$ cat config.mk
export PLATFORM = sky130hd
export DESIGN_NAME = lwd_clear_ctrl
export DESIGN_NICKNAME = d
export VERILOG_FILES = /design/src/hdl/lwd_pkg.sv /design/src/hdl/lwd_cfg_if.sv /design/src/hdl/lwd_cfg_follow.sv /design/src/hdl/lwd_clear_ctrl.sv
export SDC_FILE = /design/constraint.sdc
export NUM_CORES = 1
export LEC_CHECK = 0
export ABC_AREA = 1
export BUFFER_PORTS_ARGS = -buffer_cell sky130_fd_sc_hd__clkbuf_2
export CORE_MARGIN = 4
export CORE_UTILIZATION = 30
export CTS_CLUSTER_SIZE = 8
export DETAILED_ROUTE_END_ITERATION = 6
export GPL_TIMING_DRIVEN = 0
export SYNTH_ARGS = -nofsm -noshare
export SYNTH_HDL_FRONTEND = slang
export SYNTH_SLANG_ARGS = --single-unit
$ cat constraint.sdc
create_clock -name mclk -period 1.4 [get_ports mclk]
set_input_delay 0.07 -clock mclk [delete_from_list [all_inputs] [get_ports mclk]]
set_output_delay 0.07 -clock mclk [all_outputs]
set_load 0.02 [all_outputs]
$ cat src/hdl/lwd_pkg.sv
package lwd_pkg;
  // ==========================================================
  // timing
  localparam int LWD_POR_CLR_CYCLES = 4096;
  localparam int LWD_CNT_W = 13;
  // ==========================================================
  // vector and config layout, power-on states
  localparam logic [15:0] LWD_RESET_VECTOR = 16'hFFFE;
  localparam int LWD_CFG_DIS_BIT = 0;
  localparam int LWD_CFG_RATE_BIT = 1;
  localparam logic [7:0] LWD_CFG_RESET = 8'h00;
  typedef enum logic [1:0] {LWD_POR_WAIT, LWD_POR_DONE} lwd_por_t;
endpackage : lwd_pkg

$ cat src/hdl/lwd_cfg_if.sv
`timescale 1ns/1ps
interface lwd_cfg_if;
  logic disableWd;
  logic rateSel;
  modport src (output disableWd, output rateSel);
  modport dst (input disableWd, input rateSel);
endinterface : lwd_cfg_if

$ cat src/hdl/lwd_cfg_follow.sv
`timescale 1ns/1ps
module lwd_cfg_follow (
  // config byte
  input wire logic [7:0] cfgReg,
  // decoded signals
  lwd_cfg_if.src cfg
);
  import lwd_pkg::*;
  assign cfg.disableWd = cfgReg[LWD_CFG_DIS_BIT];
  assign cfg.rateSel = cfgReg[LWD_CFG_RATE_BIT];
endmodule : lwd_cfg_follow

$ cat src/hdl/lwd_clear_ctrl.sv
`timescale 1ns/1ps
module lwd_clear_ctrl #(
  // cycles from power-on release to the prescaler clear
  parameter int PorCycles = lwd_pkg::LWD_POR_CLR_CYCLES
) (
  // clock and power-on reset
  input wire logic mclk,
  input wire logic rst,
  // internal reset and vector bus
  input wire logic intReset,
  input wire logic [15:0] dataBus,
  input wire logic vecFetch,
  // option configuration byte
  input wire logic [7:0] cfgReg,
  // watchdog counter raw timeout
  input wire logic wdTimeout,
  // outputs to watchdog
  output logic prescClr,
  output logic cntClr,
  output logic unitCntClr,
  output logic watchdogDisable,
  output logic watchdogRateSelect,
  output logic wdResetReq
);
  import lwd_pkg::*;
  // limitation: PorCycles + 1 must fit in LWD_CNT_W bits
  localparam logic [LWD_CNT_W-1:0] PorLast = LWD_CNT_W'(PorCycles - 1);
  localparam logic [LWD_CNT_W-1:0] PorEdge = LWD_CNT_W'(PorCycles);
  localparam logic [LWD_CNT_W-1:0] SinceTop = LWD_CNT_W'(PorCycles + 1);

  lwd_cfg_if cfgBus ();
  lwd_por_t porState_r;
  logic [LWD_CNT_W-1:0] porCnt_r;
  logic porFire;
  logic vecHit;
  logic timeoutLive;
  // edge count since release, kept apart from porCnt_r so the checks do not trust it
  logic [LWD_CNT_W-1:0] chkSince_r;

  // ==========================================================
  // configuration follow
  lwd_cfg_follow uCfg (
    .cfgReg(cfgReg),
    .cfg(cfgBus)
  );
  // plain wires, so the outputs track the byte even while rst is held
  assign watchdogDisable = cfgBus.disableWd;
  assign watchdogRateSelect = cfgBus.rateSel;

  a_disable_follow: assert property (
    @(posedge mclk) disable iff (rst)
    watchdogDisable == cfgReg[LWD_CFG_DIS_BIT])
    else $error("disable output not following config");

  a_rate_follow: assert property (
    @(posedge mclk) disable iff (rst)
    watchdogRateSelect == cfgReg[LWD_CFG_RATE_BIT])
    else $error("rate select output not following config");

  // ==========================================================
  // power-on delay
  always_ff @(posedge mclk) begin
    if (rst) begin
      porState_r <= LWD_POR_WAIT;
      porCnt_r <= '0;
    end else begin
      unique case (porState_r)
        LWD_POR_WAIT: begin
          if (porCnt_r == PorLast) begin
            porState_r <= LWD_POR_DONE;
          end else begin
            porCnt_r <= porCnt_r + 1'b1;
          end
        end
        // done is terminal until rst, so nothing later can re-arm the wait
        LWD_POR_DONE: begin
          porState_r <= LWD_POR_DONE;
        end
        default: porState_r <= LWD_POR_WAIT;
      endcase
    end
  end

  // the wait ends on the edge that sees the terminal count, once per reset
  assign porFire = (porState_r == LWD_POR_WAIT) && (porCnt_r == PorLast);

  // saturates one past the power-on edge so a late pulse is still caught
  always_ff @(posedge mclk) begin
    if (rst) begin
      chkSince_r <= '0;
    end else if (chkSince_r != SinceTop) begin
      chkSince_r <= chkSince_r + 1'b1;
    end
  end

  a_por_clear_time: assert property (
    @(posedge mclk) disable iff (rst)
    $rose(porState_r == LWD_POR_DONE) |-> prescClr)
    else $error("prescaler not cleared at end of power-on wait");

  // both directions pin the end of the wait to exactly PorCycles edges after release
  a_por_wait_len: assert property (
    @(posedge mclk) disable iff (rst)
    porFire |-> (chkSince_r == PorLast))
    else $error("power-on wait ended early or late");

  a_por_due: assert property (
    @(posedge mclk) disable iff (rst)
    (chkSince_r == PorLast) |-> porFire)
    else $error("power-on wait did not end on time");

  a_por_once: assert property (
    @(posedge mclk) disable iff (rst)
    (porState_r == LWD_POR_DONE) |=> (porState_r == LWD_POR_DONE))
    else $error("power-on wait restarted without reset");

  a_por_frozen: assert property (
    @(posedge mclk) disable iff (rst)
    (porState_r == LWD_POR_DONE) |-> $stable(porCnt_r))
    else $error("power-on counter moved after the wait");

  c_por_done: cover property (@(posedge mclk) disable iff (rst)
    $rose(porState_r == LWD_POR_DONE));

  // ==========================================================
  // prescaler clear
  assign vecHit = vecFetch && (dataBus == LWD_RESET_VECTOR);
  // a vector hit on the power-on edge merges into one pulse; both clear the same prescaler
  always_ff @(posedge mclk) begin
    if (rst) begin
      prescClr <= 1'b0;
    end else begin
      prescClr <= porFire || vecHit;
    end
  end

  a_vector_clear: assert property (
    @(posedge mclk) disable iff (rst)
    (vecFetch && dataBus == LWD_RESET_VECTOR) |=> prescClr)
    else $error("vector fetch did not clear prescaler");

  a_vector_miss: assert property (
    @(posedge mclk) disable iff (rst)
    (vecFetch && (dataBus != LWD_RESET_VECTOR) && !porFire) |=> !prescClr)
    else $error("prescaler cleared by another address");

  a_presc_idle: assert property (
    @(posedge mclk) disable iff (rst)
    (!vecFetch && !porFire) |=> !prescClr)
    else $error("prescaler cleared with no cause");

  // the reverse view: every pulse traces back to one of its two causes
  a_presc_cause: assert property (
    @(posedge mclk) disable iff (rst)
    prescClr |-> ($past(vecHit) || (chkSince_r == PorEdge)))
    else $error("prescaler clear with neither fetch nor power-on edge");

  c_vec_hit: cover property (@(posedge mclk) disable iff (rst) vecHit);

  // ==========================================================
  // counter clears
  // the internal reset is registered into both on the same edge, so they can never part
  always_ff @(posedge mclk) begin
    if (rst) begin
      cntClr <= 1'b0;
      unitCntClr <= 1'b0;
    end else begin
      cntClr <= intReset;
      unitCntClr <= intReset;
    end
  end

  a_int_reset_clr: assert property (
    @(posedge mclk) disable iff (rst)
    intReset |=> (cntClr && unitCntClr))
    else $error("internal reset did not clear counters");

  // a stuck clear would hold the counter and hide every timeout
  a_clr_quiet: assert property (
    @(posedge mclk) disable iff (rst)
    !intReset |=> (!cntClr && !unitCntClr))
    else $error("counter clear without internal reset");

  c_int_reset: cover property (@(posedge mclk) disable iff (rst)
    intReset ##1 (intReset && cntClr));

  // ==========================================================
  // watchdog reset request
  // disable is sampled with the timeout, so a disable that lands in the same cycle wins
  assign timeoutLive = wdTimeout && !cfgBus.disableWd;
  always_ff @(posedge mclk) begin
    if (rst) begin
      wdResetReq <= 1'b0;
    end else begin
      wdResetReq <= timeoutLive;
    end
  end

  a_disable_blocks: assert property (
    @(posedge mclk) disable iff (rst)
    $past(cfgReg[LWD_CFG_DIS_BIT]) |-> !wdResetReq)
    else $error("watchdog reset while disabled");

  a_timeout_passes: assert property (
    @(posedge mclk) disable iff (rst)
    (wdTimeout && !watchdogDisable) |=> wdResetReq)
    else $error("enabled timeout raised no reset request");

  a_req_quiet: assert property (
    @(posedge mclk) disable iff (rst)
    !wdTimeout |=> !wdResetReq)
    else $error("reset request with no timeout");

  c_wd_reset: cover property (@(posedge mclk) disable iff (rst) wdResetReq);
  c_masked_timeout: cover property (@(posedge mclk) disable iff (rst)
    (wdTimeout && watchdogDisable) ##1 !wdResetReq);
endmodule : lwd_clear_ctrl

* Word-level counts from Yosys, hierarchy flattened *
Index checks and enable logic that the tools add are counted.

cells by class
  add/sub/neg operators = 1
  multipliers = 0
  div/mod/pow operators = 0
  order comparisons = 0
  eq/ne operators = 4
  shift-type cells = 0
  muxes and demuxes = 2
  bitwise operators = 1
  reductions and logical operators = 7

operators by type and width
  kind                                                    number
  equality test 16 bit (second input constant)            1
  adder 13 x 1 -> 13 bit (second input constant)          1
  equality test 13 x 12 -> 1 bit (second input constant)  1
  case mux 2 bit (2 select lines)                         1
  logical AND 1 bit                                       3
  equality test 2 x 1 -> 1 bit (second input constant)    1
  zero test 2 bit                                         1
  two-way mux 2 bit                                       1
  inequality test 2 x 1 -> 1 bit (second input constant)  1
  AND reduction 2 bit                                     1
  zero test 1 bit                                         1
  logical OR 1 bit                                        1
  inverter 1 bit                                          1

word-level totals
  register bits after elaboration = 18
  latch bits = 0
  bits in writable memories = 0
  bits in read-only memories = 0
  bits of input ports = 29
  output and inout bits = 6
  logic and storage cells = 20
  memories kept = 0

* Depth between registers and ports, before layout *
Gate-level depths: netlist of run 1.

  word-level depth = 3
  mapped depth = 8
  depth with buffers taken out = 8

* Hierarchy *
From an unflattened synthesis of run 1, not the netlist that was laid out.

second synthesis, totals
  cells, all modules = 140
  area, all modules = 940.9 sq um

modules (own cells, without submodules)
  module          instances  cells each  area an instance (sq um)  sequential area each (sq um)
  lwd_clear_ctrl  1          138         925.9                     340.3
  lwd_cfg_follow  1          2           15.0                      0.0

* Worst setup path before layout of run 1 *
Ideal clock, no wire load.

  kind = flip-flop to flip-flop
  start = register porCnt_r[0]
  end = register porCnt_r[0]
  setup time = 0.115 ns
  arrival time = 1.201 ns
  data required time = 1.285 ns
  slack = 0.084 ns
  cell stages (with the launch flop) = 8
  path buffers = 1
  cells stage by stage = dfxtp_1 > ha_1 > inv_1 > nor2_4 > nand4_4 > buf_6 > a21oi_1 > nor2_1

on the way
  word-level cells in the longest chain between the ends = 3

ends and longest elaborated chain
  element                                                                         line                  RTL
  start: declaration                                                              lwd_clear_ctrl.sv:33  logic [LWD_CNT_W-1:0] porCnt_r;
  start signal: assignment                                                        lwd_clear_ctrl.sv:72  porCnt_r <= porCnt_r + 1'b1;
  parallel branches: the longest is 3 deep, another holds adder 13 x 1 -> 13 bit  n/a

Parallel ways; which one is timed is not known.
A chain may end at the register's enable or synchronous reset.

* Worst setup path after layout of run 1 *
  start = register porCnt_r[1]
  end = register porCnt_r[8]

The elaborated chain is that of the path after synthesis.

==> reports/results.ini, run 1 <==
[sta]
finalClockSkew_ps=14.09
timing.final.crit_share_pct=94.51
fin_hold_ws_ps=17.09
finalMaxSlewViolations=0
worst_slew_margin_rel_pct=85.45
max_clock_freq_ghz=0.7558
hold_viol=0
final_critical_path_setup_slack_ps=76.92
fin_crit_ps=1323
tightest_slew_ps=218.0
grt_setup_unrepaired=no
setup-tns-final_ps=0
setup_violators_final=0

[finish]
final_core_util_pct=42.85
drive_gt1_share_pct=34.43
final_nets=214
num_antenna_cells=0
area_delta_synth_final_pct=37.90
final_area_um2=1297

[clock_tree]
cts_tree=yes
cts-htree-levels=1
clk_path_buf_depth=2
tritoncts.num_buffers=3
worst_skew_pair.late_latency_ps=300
cts_root_buffer=sky130_fd_sc_hd__clkbuf_4
path_clk_slew_ps=110
numClockSinks=17

[power_and_ir_drop]
power.static_leakage_nw=0.6071
cell_int_power_mw=0.6689
clock_power_share_pct=29.5
power.switching_mw=0.2196
p_comb_share_pct=13.7
power.share.switching_pct=24.72
power-per-cell-area_nw_per_um2=684.8
seq_power_share_pct=56.8
worst_ir_drop_vdd_v=0.0002129

[setup_path]
end_kind=flop
timing.critical_path.slowest_cell_delay_ps=370
path_cells=ha_4, inv_2, nor2_4, nand4_4, buf_4, a21oi_2, nor2_1
cp_data_required_time_ps=1600
worstSetupStartpointType=flop
setup.worst_path.class=flop to flop
worst_ep_arrival_ps=1520
cp.buffers_inverters=2
crit_path_max_fanout=7
slowest_stage=sky130_fd_sc_hd__dfxtp_2
worst_path_dominant_cell_family=flip-flops

[die]
floorplan.initialDensity_pct=31.07
horizontal_extent_of_the_die_um=64.01
placementRows=20
die-area_um2=4097
design.core.area_um2=3028
die_height_um=64.01
io_pins=35

[synth]
netlist_area_um2=940.9
synth_xor_area_share_pct=0
synthDistinctLibCells=17
synth_compound_gate_area_share_pct=8.245
post_synth.cell_area_avg_um2=6.721
synth_warnings=0
synth_top_family_by_area=simple AND/OR/NAND/NOR gates
synth_seq_cells=17
synth.yosys.seq_area_share_pct=36.17
synthSimpleGateAreaFrac_pct=42.69
mux_share_of_post_synthesis_cell_area_pct=0
synth.net_count=170
adder_and_majority_gate_portion_of_the_synthesized_area_pct=1.330
synthCells=140

[grt]
grt_remaining_overflow=0
number_of_global_route_vias_before_repair=923
grt_max_degree=11
grt_usage_pct=11.51
first_pass_grt_wire_length_mm=3.781
number_of_antenna_violations_at_the_first_check_in_global_routing=0

[hold_path]
min_path_type=input port to flop

[drt]
wire_per_inst_um=9.846
route.antenna.remaining_nets=0
vias=992
detailedRoute.firstIterationViolations=30
detail_route.drc_violations=0
detail_route.wirelength_mm=2.235
firstDrtPassIters=4
vias_per_cell=4.370

[placement]
placed_area_um2=1131
placement.io_buffers=27
place_ws_ps=-64.87
place_hpwl_mm=1.627
place.gp.congestion=0.8701

[run]
drv_cap=0

[outcome]
status=finished, final reports clean

[power by group through the flow]
stage               logic [mW]  clock network [mW]  registers (mW)
floorplan               0.0532                   0           0.515
global placement        0.0960                   0           0.513
detailed placement      0.0996                   0           0.513
CTS                      0.115               0.282           0.502
global route             0.138               0.298           0.506
finish                   0.122               0.262           0.505
[cells in the final DEF, fill, tap and decap left out, drive strengths merged]
cell type,count
nand3,18
nor2,33
clkinv,1
a211oi,1
ha,1
nand4,2
buf,13
nand3b,1
clkbuf,30
a21oi,14
dlygate4sd3,5
nand2,32
nor3,1
inv,14
dfxtp,17
[kinds of logic after synthesis]
| kind of cell | Yosys count |
|---|---|
| compound gates | 15 |
| fa+ha+maj | 1 |
| buf+inv | 20 |
| flops | 17 |
| simple gates | 87 |
[per-layer routing]
| metal | vias to the layer above | global-route usage, % | routed length (µm) |
|---|---|---|---|
| li1 | 532 | - | - |
| met1 | 445 | 12.23 | 934 |
| met2 | 13 | 21.42 | 1209 |
| met3 | 2 | 2.285 | 73 |
| met4 | 0 | 5.391 | 18 |
| met5 | - | 0 | 0 |
[final timing paths]
| check | startpoint | to | slack [ps] | cells past startpoint |
|---|---|---|---|---|
| worst max-delay path | porCnt_r[1] | porCnt_r[8] | 80 | 7 |
| worst min-delay path | dataBus[0] | prescClr | 20 | 4 |
| worst max register to register | porCnt_r[1] | porCnt_r[8] | 80 | 7 |
| worst min register to register | porCnt_r[9] | porCnt_r[9] | 510 | 2 |
[flip-flops by register name, summed over array words and instances (netlist names)]
register	cells
wdResetReq	1
porState_r	1
prescClr	1
unitCntClr	1
porCnt_r	13
[what timing repair did]
item / 4_1_cts / 5_1_grt
buffers inserted: 1 / 4
hold buffers: 5 / 0
pin swaps: 0 / 3
setup endpoints to repair: 12 / 13
hold endpoints to repair: 5 / 0
cloned: 0 / 2
resized for setup: 2 / 15
[tightest hold or removal path: cells and delay by family]
| kind | cells | cell delay [ps] |
|---|---|---|
| buf+inv | 1 | 70 |
| simple gates | 2 | 80 |
| compound gates | 1 | 50 |
[Yosys cell counts]
| master | instances | area [µm²] |
|---|---|---|
| sky130_fd_sc_hd__nor3_1 | 1 | 5.000 |
| sky130_fd_sc_hd__nor2_4 | 3 | 33.78 |
| sky130_fd_sc_hd__nand2_1 | 30 | 112.6 |
| sky130_fd_sc_hd__dfxtp_1 | 17 | 340.3 |
| sky130_fd_sc_hd__a21oi_1 | 14 | 70.07 |
| sky130_fd_sc_hd__nand4_1 | 1 | 6.260 |
| sky130_fd_sc_hd__buf_6 | 3 | 33.78 |
| sky130_fd_sc_hd__nand4_4 | 1 | 21.27 |
| sky130_fd_sc_hd__nand2_2 | 2 | 12.51 |
| sky130_fd_sc_hd__nand3_1 | 18 | 90.09 |
| sky130_fd_sc_hd__buf_4 | 3 | 22.52 |
| sky130_fd_sc_hd__nand3b_1 | 1 | 7.510 |
| sky130_fd_sc_hd__inv_2 | 1 | 3.750 |
| sky130_fd_sc_hd__inv_1 | 13 | 48.80 |
| sky130_fd_sc_hd__ha_1 | 1 | 12.51 |
| sky130_fd_sc_hd__nor2_1 | 30 | 112.6 |
| sky130_fd_sc_hd__a211oi_1 | 1 | 7.510 |
[stage by stage]
step	std cells	total power, mW
5_1_grt	227	0.9425
3_5_place_dp	211	0.6128
6_report	227	0.8885
2_1_floorplan	140	0.5683
4_1_cts	221	0.8982
3_3_place_gp	211	0.6089
[area by class of cell]
cell class	instances	area, µm²
Inverter	14	52.55
Buffer	6	56.30
Clock inverter	1	5.005
Fill cell	303	1730
Tap cell	44	55.05
Sequential cell	17	349.1
Timing Repair Buffer	39	241.5
Clock buffer	3	22.52
Multi-Input combinational cell	103	515.5
Power figures use the tool's default switching activity.
==> run 2: changes to the inputs <==
- CORE_UTILIZATION: 30 -> 47
- PLACE_DENSITY: default -> 0.77
- clock period: 1.4 -> 1.37 ns (I/O delays scaled with it)
==> run 2 against run 1 <==
Via count increased by 0.60%. Worst hold slack lost 8.0 ps. Final area increased by 0.68%. Clock-buffer cell count rose by 1.
==> reports/results.ini, run 2 (synthesis results as in run 1) <==
[run]
drv_cap=0

[die]
design.core.area_um2=1802
horizontal_extent_of_the_die_um=52.74
io_pins=35
die-area_um2=2782
placementRows=15
floorplan.initialDensity_pct=52.22
die_height_um=52.74

[finish]
final_area_um2=1306
top_register=porCnt_r
filler_cell_count=154
final_core_util_pct=72.50
largest_register_ff_count=13
num_antenna_cells=0
final_nets=214
layout_commonest_cell=sky130_fd_sc_hd__nand2_1
drive_gt1_share_pct=37.70
area_delta_synth_final_pct=38.83
mostFrequentLayoutCells=sky130_fd_sc_hd__nand2_1, sky130_fd_sc_hd__nor2_1, sky130_fd_sc_hd__clkbuf_2

[placement]
placed_area_um2=1107
place.gp.congestion=0.8870
place_ws_ps=-108.3
placement.io_buffers=27
place_hpwl_mm=1.665

[setup_path]
cp_data_required_time_ps=1570
reg2regPathDepth=7
worst_ep_arrival_ps=1530
timing_startpoint_of_the_critical_path=porCnt_r[1]
setup.worst_path.class=flop to flop
crit_path_max_fanout=6
r2r-end=porCnt_r[7]
worstSetupStartpointType=flop
end_kind=flop
r2r_start=porCnt_r[1]
ff2ff_setup_slack_ps=40

[sta]
setup_violators_final=0
finalMaxSlewViolations=0
timing.final.crit_share_pct=97.07
finalClockSkew_ps=5.683
fin_crit_ps=1330
worst_slew_margin_rel_pct=84.86
setup-tns-final_ps=0
grt_setup_unrepaired=yes
max_clock_freq_ghz=0.7520
final_critical_path_setup_slack_ps=40.18
tightest_slew_ps=226.3
hold_viol=0

[grt]
grt_usage_pct=17.64
number_of_global_route_vias_before_repair=871
first_pass_grt_wire_length_mm=3.601
grt_remaining_overflow=0
grt_max_degree=11
number_of_antenna_violations_at_the_first_check_in_global_routing=0

[drt]
vias_per_cell=4.798
wire_per_inst_um=11.26
firstDrtPassIters=4
detail_route.wirelength_mm=2.342
vias=998
route.antenna.remaining_nets=0
detail_route.drc_violations=0
detailedRoute.firstIterationViolations=15

[clock_tree]
numClockSinks=17
cts-htree-levels=1
tritoncts.num_buffers=3
clk_path_buf_depth=2
cts_tree=yes
path_clk_slew_ps=100
cts_root_buffer=sky130_fd_sc_hd__clkbuf_4
worst_skew_pair.late_latency_ps=290

[power_and_ir_drop]
worst_ir_drop_vdd_v=0.0006096
power.static_leakage_nw=0.6118
power-per-cell-area_nw_per_um2=702.6
fin_total_pwr_mw=0.9178

[hold_path]
min_path_type=input port to flop
hold_depth=2
worst_hold_path.endpoint=porState_r[0]
holdCritStartpoint=rst

[outcome]
status=finished, final reports clean

-- run 2: changes by cell type in the layout (fill, tap and decap cells not counted), moves of 2 or more --
cell / before / now
sky130_fd_sc_hd__a21oi_1: 11 / 8
sky130_fd_sc_hd__a21oi_2: 3 / 6
sky130_fd_sc_hd__dfxtp_2: 7 / 4
sky130_fd_sc_hd__dfxtp_4: 0 / 2
sky130_fd_sc_hd__nand3_1: 18 / 16
sky130_fd_sc_hd__nand3_2: 0 / 2
sky130_fd_sc_hd__nor2_1: 30 / 28
sky130_fd_sc_hd__nor2_2: 0 / 2
-- run 2: worst max-delay path by stage --
stage,slack [ps],depth (start not counted),endpoint
2_1_floorplan,50,7,porCnt_r[0]
3_3_place_gp,-70,7,porCnt_r[1]
3_5_place_dp,-110,7,porCnt_r[7]
4_1_cts,10,7,porCnt_r[1]
5_1_grt,-60,7,porCnt_r[0]
6_report,40,7,porCnt_r[7]
-- run 2: area by class of cell --
cell class                      count  area (µm²)  share of cell area (%)
Timing Repair Buffer               39       242.7                   18.58
Inverter                           14       55.05                   4.215
Clock buffer                        4       26.28                   2.011
Multi-Input combinational cell    103       541.8                   41.48
Tap cell                           25       31.28                   2.395
Buffer                              6       56.30                   4.310
Sequential cell                    17       352.8                   27.01
-- run 2: through the flow --
stage	std cells	hold slack, ps
floorplan	140	137.6
global placement	192	240.0
detailed placement	192	249.6
CTS	202	1.546
global route	208	19.45
finish	208	9.065
-- run 2: power breakdown --
group / switching, mW / internal [mW]
clock network: 0.161 / 0.113
logic: 0.0565 / 0.0719
registers: 0.0108 / 0.505
-- run 2: worst max-delay path, cell delays in order (launching register included) --
cell,delay (ps)
sky130_fd_sc_hd__dfxtp_4,380
sky130_fd_sc_hd__ha_4,150
sky130_fd_sc_hd__inv_4,40
sky130_fd_sc_hd__nor2_4,140
sky130_fd_sc_hd__nand4_4,160
sky130_fd_sc_hd__buf_6,180
sky130_fd_sc_hd__a21oi_1,130
sky130_fd_sc_hd__nor2_1,60
-- run 2: repair_timing --
| action | CTS | global route |
|---|---|---|
| pin swaps | 2 | 8 |
| cloned | 0 | 2 |
| hold endpoints to repair | 2 | 0 |
| hold buffers | 4 | 0 |
| setup endpoints to repair | 14 | 13 |
| resized for setup | 1 | 26 |
| setup buffers | 2 | 4 |
-- run 2: per-layer routing --
layer,vias to the layer above,routed length (µm),GRT usage (%)
li1,529,-,-
met1,457,1006,18.70
met2,10,1258,33.06
met3,2,60,5.128
met4,0,17,5.106
met5,-,0,0
==> run 3: changes to the inputs <==
- CORE_UTILIZATION: 47 -> 51
- PLACE_DENSITY: 0.77 -> 0.82
- clock period: 1.37 -> 1.7 ns (I/O delays scaled with it)
==> run 3 against run 2 <==
Clock skew shrank 4.7 ps. Flip-flop and latch count is the same. Critical path type unchanged. Routed wire length decreased by 12%. Non-clock buffer count down 9. Clock-buffer cell count stayed put. Sequential power fell by 20%.
==> reports/results.ini, run 3 (synthesis results as in run 1) <==
[setup_path]
worstSetupStartpointType=flop
r2r_start=porCnt_r[0]
crit_path_max_fanout=10
r2r-end=porCnt_r[2]
worst_ep_arrival_ps=1700
path_cells=ha_1, inv_1, nor2_4, nand4_4, buf_6, a21oi_1, nor2_1
setup.worst_path.class=flop to flop
timing.critical_path.slowest_cell_delay_ps=410
slowest_stage=sky130_fd_sc_hd__dfxtp_1
cp_data_required_time_ps=1890
end_kind=flop
cp.buffers_inverters=2
ff2ff_setup_slack_ps=190
worst_path_dominant_cell_family=flip-flops
reg2regPathDepth=7

[clock_tree]
post_cts_resized=0
numClockSinks=17
clk_path_buf_depth=2
cts-htree-levels=1
cts_root_buffer=sky130_fd_sc_hd__clkbuf_4
tritoncts.num_buffers=3
worst_skew_pair.late_latency_ps=290
path_clk_slew_ps=100
cts_tree=yes

[finish]
regArea_um2=340.3
layoutNonFillerInstCount=199
final_nets=205
combined_area_of_the_multi_input_logic_cells_um2=491.7
largest_register_ff_count=13
num_antenna_cells=0
area_delta_synth_final_pct=23.67
filler_cell_count=163
drive_gt1_share_pct=24.71
mostFrequentLayoutCells=sky130_fd_sc_hd__nand2_1, sky130_fd_sc_hd__nor2_1, sky130_fd_sc_hd__clkbuf_2
top_register=porCnt_r
final_area_um2=1164

[die]
die-area_um2=2596
design.core.area_um2=1745
horizontal_extent_of_the_die_um=50.95
placementRows=15
die_height_um=50.95
floorplan.initialDensity_pct=53.91
io_pins=35

[sta]
finalClockSkew_ps=0.9403
setup_violators_final=0
timing.final.crit_share_pct=88.87
setup-tns-final_ps=0
grt_setup_unrepaired=no
finalMaxSlewViolations=0
max_clock_freq_ghz=0.6619
tightest_slew_ps=236.8
worst_slew_margin_rel_pct=84.19
fin_crit_ps=1511
hold_viol=0
fin_hold_ws_ps=7.732

[grt]
grt_max_degree=11
number_of_global_route_vias_before_repair=836
met3_use_gr_pct=3.499
grt_usage_pct=17.43
number_of_antenna_violations_at_the_first_check_in_global_routing=0
grt_util_met2_pct=30.26
grt_remaining_overflow=0
global_route.peak_usage_layer=met2
first_pass_grt_wire_length_mm=3.450
global_route.usage.met1_pct=20.90

[run]
drv_cap=0

[drt]
firstDrtPassIters=4
vias_per_cell=4.804
detail_route.wirelength_mm=2.061
detailedRoute.firstIterationViolations=3
detail_route.drc_violations=0
vias=956
route.antenna.remaining_nets=0
wire_per_inst_um=10.36

[placement]
placed_area_um2=1107
dpl.cell_count=192
place.gp.congestion=0.8534
place_hpwl_mm=1.622
placement.io_buffers=27

[outcome]
status=finished, final reports clean

[power_and_ir_drop]
fin_total_pwr_mw=0.7183
worst_ir_drop_vdd_v=0.0005067
power-per-cell-area_nw_per_um2=617.3
power.static_leakage_nw=0.5562

[hold_path]
holdCritStartpoint=rst
worst_hold_path.endpoint=unitCntClr
hold_depth=2
min_path_type=input port to flop

==> run 3: cell count changes in the layout (fill, tap and decap cells not counted), moves of 2 or more <==
cell                      previous run  this run
sky130_fd_sc_hd__dfxtp_1            11        17
sky130_fd_sc_hd__a21oi_2             6         0
sky130_fd_sc_hd__nor2_1             28        30
sky130_fd_sc_hd__a21oi_1             8        14
sky130_fd_sc_hd__nand3_2             2         0
sky130_fd_sc_hd__nor2_2              2         0
sky130_fd_sc_hd__buf_4               9         3
sky130_fd_sc_hd__dfxtp_4             2         0
sky130_fd_sc_hd__nand3_1            16        18
sky130_fd_sc_hd__dfxtp_2             4         0
sky130_fd_sc_hd__buf_6               5         3
==> run 3: power by group <==
| part | leakage [nW] | internal (mW) | switching, mW |
|---|---|---|---|
| logic | 0.403 | 0.0457 | 0.0413 |
| registers | 0.138 | 0.406 | 0.00716 |
| clock network | 0.0150 | 0.0912 | 0.126 |
==> run 3: routing by layer <==
| metal | share of wire, % | vias up |
|---|---|---|
| met1 | 45 | 423 |
| met2 | 51 | 18 |
| met5 | 0 | - |
| li1 | - | 511 |
| met3 | 2.9 | 4 |
| met4 | 1.3 | 0 |
==> run 3: final cells by class <==
| type | count | share of cell area, % |
|---|---|---|
| multi-input cells | 103 | 42.26 |
| clock buffers | 4 | 2.258 |
| inverters | 14 | 4.516 |
| well taps | 25 | 2.688 |
| repair buffers | 30 | 14.19 |
| plain buffers | 6 | 4.839 |
| flip-flops and latches | 17 | 29.25 |
==> run 3: worst max path at each step <==
| stage | to | slack (ps) | start | cells after the start |
|---|---|---|---|---|
| 2_1_floorplan | porCnt_r[0] | 380 | porCnt_r[0] | 7 |
| 3_3_place_gp | porCnt_r[9] | 250 | porCnt_r[0] | 7 |
| 3_5_place_dp | porCnt_r[2] | 200 | porCnt_r[0] | 7 |
| 4_1_cts | porCnt_r[2] | 190 | porCnt_r[0] | 7 |
| 5_1_grt | porCnt_r[8] | 80 | porCnt_r[0] | 7 |
| 6_report | porCnt_r[2] | 190 | porCnt_r[0] | 7 |
==> run 3: timing repair <==
item	in CTS	in global routing
hold buffers	3	0
hold endpoints to repair	2	0
endpoints found under the setup margin	0	0
setup buffers	0	0
==> run 3: per-stage QoR <==
stage / setup WS (ps) / utilization, %
floorplan: 383.7 / -
global placement: 250.7 / 63.44
detailed placement: 196.4 / 63.44
CTS: 191.2 / 66.67
global route: 75.68 / 66.67
finish: 189.2 / 66.67
